### src/shared/operand_field_decode_pkg.sv
// Operation
// - register field values 0 to 7 select x, a, c, b, e, d, l and h.
// - pair field values 0 to 3 select the pairs ax, bc, de and hl.
// - short direct byte addresses only reach fe20h through ff1fh; the code adds the byte to fe00h, so only fe20h to feffh are accepted.
// - short direct word addresses cover the same window at even addresses only; the code accepts fe20h to fefeh.
// - absolute addresses span 0000h to ffffh, even only for 16-bit transfers.
// - the 5-bit call table slot selects even locations from 0040h to 007fh.
// - the bit number is a 3-bit immediate choosing one of eight bit positions.
// - immediate words are 16 bits and immediate bytes are 8 bits.
// - one instruction clock is one cycle of the processor clock.
`default_nettype none
package operand_field_decode_pkg;
	// register selects, one-hot
	typedef enum logic [7:0] {
		REG_X = 8'b0000_0001,
		REG_A = 8'b0000_0010,
		REG_C = 8'b0000_0100,
		REG_B = 8'b0000_1000,
		REG_E = 8'b0001_0000,
		REG_D = 8'b0010_0000,
		REG_L = 8'b0100_0000,
		REG_H = 8'b1000_0000
	} reg_sel_t;
	typedef enum logic [3:0] {
		PAIR_AX = 4'b0001,
		PAIR_BC = 4'b0010,
		PAIR_DE = 4'b0100,
		PAIR_HL = 4'b1000
	} pair_sel_t;
	// operand forms
	typedef enum logic [2:0] {
		FORM_SHORT_BYTE = 3'b000,
		FORM_SHORT_WORD = 3'b001,
		FORM_ABS_BYTE = 3'b010,
		FORM_ABS_WORD = 3'b011,
		FORM_CALL_TABLE = 3'b100,
		FORM_IMM_BYTE = 3'b101,
		FORM_IMM_WORD = 3'b110,
		FORM_BIT_NUM = 3'b111
	} form_t;
	localparam logic [15:0] SHORT_LO = 16'hFE20;
	localparam logic [15:0] SHORT_HI = 16'hFF1F;
	localparam logic [15:0] SHORT_BASE = 16'hFE00;
	localparam logic [15:0] CALL_LO = 16'h0040;
	localparam logic [15:0] CALL_HI = 16'h007F;
	localparam logic [15:0] RST_ADDR = 16'h0000;
	localparam logic [15:0] RST_DATA = 16'h0000;
	localparam logic [7:0] RST_SEL = 8'h00;
	localparam logic [3:0] RST_PAIR = 4'h0;
	localparam logic [7:0] RST_MASK = 8'h00;
	localparam logic RST_FLAG = 1'b0;
endpackage
`default_nettype wire

### src/verilog/operand_field_decode.sv
`default_nettype none
module operand_field_decode (
	input wire logic i_clk_sys,
	input wire logic i_srst,
	input wire logic i_valid,
	input wire logic [2:0] i_form,
	input wire logic [2:0] i_reg_field,
	input wire logic [1:0] i_register_pair_field,
	input wire logic [7:0] i_operand_lo,
	input wire logic [7:0] i_operand_hi,
	input wire logic [4:0] i_call_table_slot_address,
	output logic o_valid,
	output logic [7:0] o_reg_sel,
	output logic [3:0] o_pair_sel,
	output logic [15:0] o_addr,
	output logic o_addr_ok,
	output logic o_odd_fixed,
	output logic [15:0] o_imm,
	output logic [7:0] o_bit_mask
);

	// operand form decode, one flag per form that steers a result
	wire logic is_short_byte;
	wire logic is_short_word;
	wire logic is_abs_word;
	wire logic is_call;
	wire logic is_imm_word;
	wire logic is_bit;
	assign is_short_byte = i_form == operand_field_decode_pkg::FORM_SHORT_BYTE;
	assign is_short_word = i_form == operand_field_decode_pkg::FORM_SHORT_WORD;
	assign is_abs_word = i_form == operand_field_decode_pkg::FORM_ABS_WORD;
	assign is_call = i_form == operand_field_decode_pkg::FORM_CALL_TABLE;
	assign is_imm_word = i_form == operand_field_decode_pkg::FORM_IMM_WORD;
	assign is_bit = i_form == operand_field_decode_pkg::FORM_BIT_NUM;

	// short direct byte and short pair forms share the page decode
	wire logic is_short;
	assign is_short = is_short_byte | is_short_word;

	// even-only forms: short pair and absolute word transfers
	wire logic even_only;
	assign even_only = is_short_word | is_abs_word;

	// register field to one-hot select, bit 0 is x and bit 7 is h
	wire logic [7:0] reg_sel_w;
	assign reg_sel_w = 8'h01 << i_reg_field;

	// pair field to one-hot select, bit 0 is ax and bit 3 is hl
	wire logic [3:0] pair_sel_w;
	assign pair_sel_w = 4'h1 << i_register_pair_field;

	// short direct: offset byte placed on the fe00h page
	wire logic [15:0] short_offset_w;
	wire logic [16:0] short_sum_w;
	wire logic [15:0] short_raw_w;
	assign short_offset_w = {8'h00, i_operand_lo};
	assign short_sum_w = {1'b0, operand_field_decode_pkg::SHORT_BASE} + {1'b0, short_offset_w};
	// the page base plus one byte never carries out, the top bit is dropped on purpose
	assign short_raw_w = short_sum_w[15:0];

	// window check: offsets below 20h land under the window and are refused
	wire logic short_above_lo_w;
	wire logic short_below_hi_w;
	wire logic short_in_w;
	assign short_above_lo_w = short_raw_w >= operand_field_decode_pkg::SHORT_LO;
	assign short_below_hi_w = short_raw_w <= operand_field_decode_pkg::SHORT_HI;
	assign short_in_w = short_above_lo_w & short_below_hi_w;

	// absolute address: high byte above low byte, whole 64k space
	wire logic [15:0] absolute_full_address;
	assign absolute_full_address = {i_operand_hi, i_operand_lo};

	// call table slot: doubled slot number above 0040h, always even
	wire logic [15:0] call_offset_w;
	wire logic [16:0] call_sum_w;
	wire logic [15:0] call_addr_w;
	assign call_offset_w = {10'h000, i_call_table_slot_address, 1'b0};
	assign call_sum_w = {1'b0, operand_field_decode_pkg::CALL_LO} + {1'b0, call_offset_w};
	assign call_addr_w = call_sum_w[15:0];

	// slot range check, kept so a wider slot field would be caught
	wire logic call_above_lo_w;
	wire logic call_below_hi_w;
	wire logic call_in_w;
	assign call_above_lo_w = call_addr_w >= operand_field_decode_pkg::CALL_LO;
	assign call_below_hi_w = call_addr_w <= operand_field_decode_pkg::CALL_HI;
	assign call_in_w = call_above_lo_w & call_below_hi_w;

	// address select per form, non-address forms show the absolute bytes
	wire logic [15:0] addr_raw_w;
	assign addr_raw_w = is_call ? call_addr_w : is_short ? short_raw_w : absolute_full_address;

	// odd address on an even-only form: bit 0 forced low and flagged
	wire logic odd_w;
	wire logic [15:0] addr_w;
	assign odd_w = even_only & addr_raw_w[0];
	assign addr_w = {addr_raw_w[15:1], addr_raw_w[0] & ~even_only};

	// range verdict: short forms must stay in the window after the fix-up
	wire logic short_ok_w;
	wire logic addr_ok_w;
	assign short_ok_w = short_in_w & (addr_w >= operand_field_decode_pkg::SHORT_LO);
	assign addr_ok_w = is_short ? short_ok_w : is_call ? call_in_w : 1'b1;

	// immediate sizing: word takes both bytes, byte is zero extended
	wire logic [15:0] imm_word_w;
	wire logic [15:0] imm_byte_w;
	wire logic [15:0] imm_w;
	assign imm_word_w = {i_operand_hi, i_operand_lo};
	assign imm_byte_w = {8'h00, i_operand_lo};
	assign imm_w = is_imm_word ? imm_word_w : imm_byte_w;

	// bit number: low three bits of the operand pick one bit of eight
	wire logic [2:0] bit_num_w;
	wire logic [7:0] bit_mask_w;
	wire logic [7:0] bit_mask_sel_w;
	assign bit_num_w = i_operand_lo[2:0];
	assign bit_mask_w = 8'h01 << bit_num_w;
	// other forms show an empty mask so a stale bit is never applied
	assign bit_mask_sel_w = is_bit ? bit_mask_w : operand_field_decode_pkg::RST_MASK;

	// one operand set is taken per processor clock
	wire logic load_w;
	assign load_w = i_valid;

	// answer strobe, one clock after the operand set is taken
	always_ff @(posedge i_clk_sys) begin
		if (i_srst) begin
			o_valid <= 1'b0;
		end else begin
			o_valid <= load_w;
		end
	end

	// register select, held until the next operand set
	always_ff @(posedge i_clk_sys) begin
		if (i_srst) begin
			o_reg_sel <= operand_field_decode_pkg::RST_SEL;
		end else if (load_w) begin
			o_reg_sel <= reg_sel_w;
		end
	end

	// register pair select, held until the next operand set
	always_ff @(posedge i_clk_sys) begin
		if (i_srst) begin
			o_pair_sel <= operand_field_decode_pkg::RST_PAIR;
		end else if (load_w) begin
			o_pair_sel <= pair_sel_w;
		end
	end

	// resolved data address
	always_ff @(posedge i_clk_sys) begin
		if (i_srst) begin
			o_addr <= operand_field_decode_pkg::RST_ADDR;
		end else if (load_w) begin
			o_addr <= addr_w;
		end
	end

	// range verdict travels with the address
	always_ff @(posedge i_clk_sys) begin
		if (i_srst) begin
			o_addr_ok <= operand_field_decode_pkg::RST_FLAG;
		end else if (load_w) begin
			o_addr_ok <= addr_ok_w;
		end
	end

	// odd fix-up flag, so the core can trap a misaligned word access
	always_ff @(posedge i_clk_sys) begin
		if (i_srst) begin
			o_odd_fixed <= operand_field_decode_pkg::RST_FLAG;
		end else if (load_w) begin
			o_odd_fixed <= odd_w;
		end
	end

	// sized immediate
	always_ff @(posedge i_clk_sys) begin
		if (i_srst) begin
			o_imm <= operand_field_decode_pkg::RST_DATA;
		end else if (load_w) begin
			o_imm <= imm_w;
		end
	end

	// bit position mask
	always_ff @(posedge i_clk_sys) begin
		if (i_srst) begin
			o_bit_mask <= operand_field_decode_pkg::RST_MASK;
		end else if (load_w) begin
			o_bit_mask <= bit_mask_sel_w;
		end
	end

endmodule
`default_nettype wire
### config.mk
export PLATFORM = sky130hd
export DESIGN_NAME = operand_field_decode
export DESIGN_NICKNAME = d
export VERILOG_FILES = /design/src/shared/operand_field_decode_pkg.sv /design/src/verilog/operand_field_decode.sv
export SDC_FILE = /design/constraint.sdc
export NUM_CORES = 1
export LEC_CHECK = 0
export ABC_CLOCK_PERIOD_IN_PS = 2650
export BUFFER_PORTS_ARGS = -buffer_cell sky130_fd_sc_hd__buf_2
export CAP_MARGIN = 20
export CORE_MARGIN = 2
export CORE_UTILIZATION = 51
export CTS_CLUSTER_DIAMETER = 30
export CTS_CLUSTER_SIZE = 14
export DETAILED_ROUTE_END_ITERATION = 10
export PLACE_DENSITY_LB_ADDON = 0.25
export REMOVE_ABC_BUFFERS = 1
export SYNTH_ARGS = -nofsm -noshare
export SYNTH_HDL_FRONTEND = slang
export SYNTH_SLANG_ARGS = --single-unit
### constraint.sdc
create_clock -name i_clk_sys -period 2.65 [get_ports i_clk_sys]
set_input_delay 0.795 -clock i_clk_sys [delete_from_list [all_inputs] [get_ports i_clk_sys]]
set_output_delay 0.795 -clock i_clk_sys [all_outputs]
set_load 0.02 [all_outputs]
== Word level (Yosys, flattened, before mapping) ==
Cells that the tools add are included.

* $add $sub $neg: 2
* Magnitude comparators: 5
* Equal/unequal tests: 5
* Shifts and indexed selects: 3
* Muxes and demuxes: 6
* Bitwise gates (word level): 8
* Reduce and logical (&&, ||, !) cells: 1

{| class="wikitable"
|+ Operator list
! operator !! count
|-
| $mux W16 || 3
|-
| $ge A16 B16 Y1 const B || 2
|-
| $add A16 B8 Y16 const A || 1
|-
| $le A16 B16 Y1 const B || 1
|-
| $shl A1 B3 Y8 const A || 2
|-
| $eq A3 B3 Y1 const B || 3
|-
| $add A7 B6 Y8 const A || 1
|-
| $ge A8 B7 Y1 const B || 1
|-
| $le A8 B7 Y1 const B || 1
|-
| $mux W8 || 1
|-
| $and A1 B1 Y1 || 5
|-
| $shl A1 B2 Y4 const A || 1
|-
| $eq A3 B1 Y1 const B || 1
|-
| $eq A3 B2 Y1 const B || 1
|-
| $logic_not A3 Y1 || 1
|-
| $mux W1 || 2
|-
| $or A1 B1 Y1 || 2
|-
| $not A1 Y1 || 1
|}

* Flip-flop bits (word level): 55
* Input bits: 32
* Word-level logic and storage cells: 38

== Depth between registers and ports, before layout ==
* Depth after elaboration: 8
* Depth in mapped cells: 5

== Worst setup path before layout ==
Ideal clock, no wire load.

* Kind: input port to flip-flop
* From: input i_form[2]
* To: register o_addr_ok
* Setup time: 0.142 ns
* Arrival time: 1.534 ns
* Data required time: 2.508 ns
* Slack: 0.975 ns
* Stages: 5
* Buffers on the path: 2
* Cells stage by stage: buf_6 or3b_1 buf_6 o31ai_1 a211oi_1

* Word-level cells in the longest chain between the ends: 8

{| class="wikitable"
|+ Ends and longest elaborated chain
! what !! RTL line !! source
|-
| start: declaration || operand_field_decode.sv:6 || <nowiki>input wire logic [2:0] i_form,</nowiki>
|-
| $eq A3 B1 Y1 or $logic_not A3 Y1 (tied branches) || operand_field_decode.sv:30, operand_field_decode.sv:29 ||
|-
| $or A1 B1 Y1 || operand_field_decode.sv:38 || <nowiki>assign is_short = is_short_byte | is_short_word;</nowiki>
|-
| $mux W16 (2 in series) || operand_field_decode.sv:91 || <nowiki>assign addr_raw_w = is_call ? call_addr_w : is_short ? short_raw_w : absolute_full_address;</nowiki>
|-
| $and A1 B1 Y1 || operand_field_decode.sv:97 || <nowiki>assign addr_w = {addr_raw_w[15:1], addr_raw_w[0] & ~even_only};</nowiki>
|-
| $ge A16 B16 Y1 || operand_field_decode.sv:102 || <nowiki>assign short_ok_w = short_in_w & (addr_w >= operand_field_decode_pkg::SHORT_LO);</nowiki>
|-
| $and A1 B1 Y1 || operand_field_decode.sv:102 ||
|-
| $mux W1 * || operand_field_decode.sv:103 || <nowiki>assign addr_ok_w = is_short ? short_ok_w : is_call ? call_in_w : 1'b1;</nowiki>
|-
| end signal: assignment || operand_field_decode.sv:165 || <nowiki>o_addr_ok <= operand_field_decode_pkg::RST_FLAG;</nowiki>
|-
| end signal: assignment || operand_field_decode.sv:167 || <nowiki>o_addr_ok <= addr_ok_w;</nowiki>
|-
| end: declaration || operand_field_decode.sv:16 || <nowiki>output logic o_addr_ok,</nowiki>
|}

Every way passes the cells marked *; elsewhere a longest branch is shown, timed or not.
A chain may end at the register's enable or synchronous reset.

==> summary.txt <==
GRT
  – First-pass GRT wire length: 8110 um
  – GRT overflow: 0
  – Met2 Use GR: 0.339
  – All-Layer GR Usage: 0.201
  – Largest net degree at the start of global routing: 44
  – Initial antenna violation count: 0
  – M3 GR Usage: 0.0581
  – Vias in the first global route: 1804
  – Most Used Layer, Global Route: met2
  – Met1 usage: 0.258

Setup path
  – CP Capture Type: flip-flop
  – Critical path class: primary input to flip-flop
  – FF-to-FF Start: o_addr[14]
  – Highest fanout seen on the critical path: 18
  – CP Data Arrival Time: 1.92 ns
  – CP startpoint: i_valid
  – Worst reg2reg path depth: 2
  – Setup crit end: o_bit_mask[7]
  – Startpoint Class: primary input
  – Reg2reg setup slack: 1.91 ns
  – Worst path required time: 2.89 ns
  – Capturing point of the worst reg2reg path: o_addr[14]

Floorplanning
  – Die W: 69.7 um
  – Die area: 4860 sq um
  – Die height: 69.7 um
  – I/O Pins: 87
  – Core area: 4090 sq um
  – Number of placement rows: 23
  – Initial Util: 0.539

Placed design
  – HPWL Detailed: 3430 um
  – Placed cell area: 2640 sq um
  – Placed Cells: 356
  – Gpl congestion: 0.801
  – Buffers added on ports: 86

Pwr
  – PwrDens: 580 nW/um^2
  – Leakage: 1.24 nW
  – Max VDD drop: 375 uV
  – PnR Total Power: 1.59 mW

Clock tree
  – Setup Buffers After CTS: 0
  – CTS H-tree depth: 2
  – CTS tree: yes
  – CTS resizes: 0
  – # hold bufs at CTS: 0
  – Clock latency on the worst-skew pair: 0.29 ns
  – CTS Buf Count: 5
  – CTS max path bufs: 2
  – Clk pin slew, worst setup/hold paths: 0.09 ns
  – Clk sink count: 55
  – CTS Root Cell: clkbuf_8

Timing
  – Final hold slack: 0.464 ns
  – Worst-Margin Slew: 0.544 ns
  – RSZ-0062 raised after global routing: false
  – Clock skew: 0 ns
  – Min Tclk post-route: 1.68 ns
  – Final Hold Fails: 0
  – Slew margin rel.: 0.636
  – Setup TNS: 0 ns
  – Period utilization: 0.636
  – Fmax: 0.594 GHz
  – Max Transition Viols Final: 0
  – Final setup viols: 0

Cells and area
  – Share of cells above drive strength 1: 0.350
  – Fill count: 354
  – Layout Cells excl Fill: 364
  – Antenna fix cells: 0
  – Area Overhead vs Synth: 24.4%
  – Commonest non-fill, non-tap cell in the layout: buf_2
  – Leading cell types in the layout, fill and taps excluded: 86 x buf_2, 55 x dfxtp_1, 30 x nand2_1, 28 x nor2_1, 18 x a21oi_1
  – Nets: 345
  – Cell area after layout: 2740 sq um

Routing
  – WL/cell: 13.1 um
  – Vias: 1927
  – Residual DRC: 0
  – 1st-iter DRT viols: 108
  – DRT antenna net count: 0
  – Vias per cell: 5.29
  – DR pass1 iterations: 5
  – DRT Wirelength: 4770 um

Yosys
  – Mapped Cells: 232
  – Post-Syn Area: 2200 sq um
  – Area leader, netlist: dfxtp_1
  – Yosys cell types: 37
  – Leading post-synthesis cells by cell area: dfxtp_1 50%, o32ai_2 5.2%, nand2_1 5.1%, nor2_1 4.8%, a21oi_1 4.1%
  – Area fraction of the dominant cell type after synthesis: 0.500
  – Post-synthesis area per instance: 9.49 sq um
  – Synth Register Bits: 55
  – YS warnings: 0
  – Seq/Total Area, Yosys: 0.500

Hold path
  – Cell depth of the worst min-delay path: 2
  – Worst hold start: o_pair_sel[3]
  – Hold Path Class: flip-flop to flip-flop

Run status
  – Status: finished, final reports clean

Flow run
  – Max cap viols: 0
==> cell usage after synthesis <==
| cell | instances |
|---|---|
| a211oi_1 | 2 |
| a21oi_1 | 18 |
| a22o_1 | 6 |
| a22oi_1 | 3 |
| a2bb2oi_1 | 1 |
| a311oi_1 | 5 |
| a31oi_1 | 1 |
| a32o_1 | 2 |
| a32oi_1 | 1 |
| buf_1 | 1 |
| buf_2 | 10 |
| buf_4 | 1 |
| buf_6 | 3 |
| clkbuf_1 | 1 |
| dfxtp_1 | 55 |
| inv_1 | 16 |
| inv_2 | 1 |
| mux2i_1 | 7 |
| nand2_1 | 30 |
| nand2b_4 | 1 |
| nand3_1 | 4 |
| nand3b_1 | 1 |
| nand4_1 | 1 |
| nand4b_1 | 2 |
| nor2_1 | 28 |
| nor2b_1 | 7 |
| nor3_2 | 1 |
| nor3b_1 | 1 |
| nor3b_2 | 2 |
| o2111ai_2 | 1 |
| o2bb2ai_1 | 1 |
| o31ai_1 | 1 |
| o32a_1 | 1 |
| o32ai_1 | 7 |
| o32ai_2 | 7 |
| or3_1 | 1 |
| or3b_1 | 1 |
==> cell type report <==
| cell class | instances | area (sq um) | area share |
|---|---|---|---|
| repair buffers | 90 | 473 | 0.173 |
| flip-flops and latches | 55 | 1100 | 0.402 |
| well taps | 50 | 62.6 | 0.0228 |
| multi-input cells | 144 | 938 | 0.343 |
| clock buffers | 8 | 100 | 0.0365 |
| inverters | 17 | 63.8 | 0.0233 |
==> state kept, by name, indices dropped and copies added (netlist names) <==
| signal | count |
|---|---|
| o_reg_sel | 8 |
| o_valid | 1 |
| o_odd_fixed | 1 |
| o_pair_sel | 4 |
| o_addr_ok | 1 |
| o_imm | 16 |
| o_addr | 16 |
| o_bit_mask | 8 |
==> logic make-up after synthesis <==
family                 Yosys count  share of synthesized area
AOI/OAI and AO/OA               57                      0.220
muxes                            7                     0.0318
DFF                             55                      0.500
and+or+nand+nor                 80                      0.174
buffers and inverters           33                     0.0739
==> worst min-delay path by stage <==
stage                               end
final                     o_pair_sel[3]
after global routing      o_pair_sel[3]
after CTS                  o_reg_sel[6]
after detailed placement      o_addr[0]
after global placement    o_bit_mask[7]
after floorplan               o_addr[0]
==> critical path, stage by stage <==
cell and delay (ns):
buf_2 0.31, buf_4 0.25, nand2_1 0.08, nor2_1 0.27
a32o_1 0.20
==> metal layers <==
metal  wire length, um  share of wire
met5                 0              0
met4                12         0.0025
met3               312          0.065
met2              2230           0.47
met1              2210           0.46
==> stage by stage <==
stage | util | setup WS (ns)
after floorplan | - | 0.997
after global placement | 0.646 | 0.673
after detailed placement | 0.646 | 0.648
after CTS | 0.670 | 0.963
after global routing | 0.670 | 0.874
final | 0.670 | 0.965
==> report_power, final <==
part	internal (mW)	switching, mW	total, mW
sequential	0.860	0.0159	0.876
combinational	0.0871	0.149	0.236
clock	0.239	0.238	0.477
Note: power is estimated with default switching activity, not from simulation.
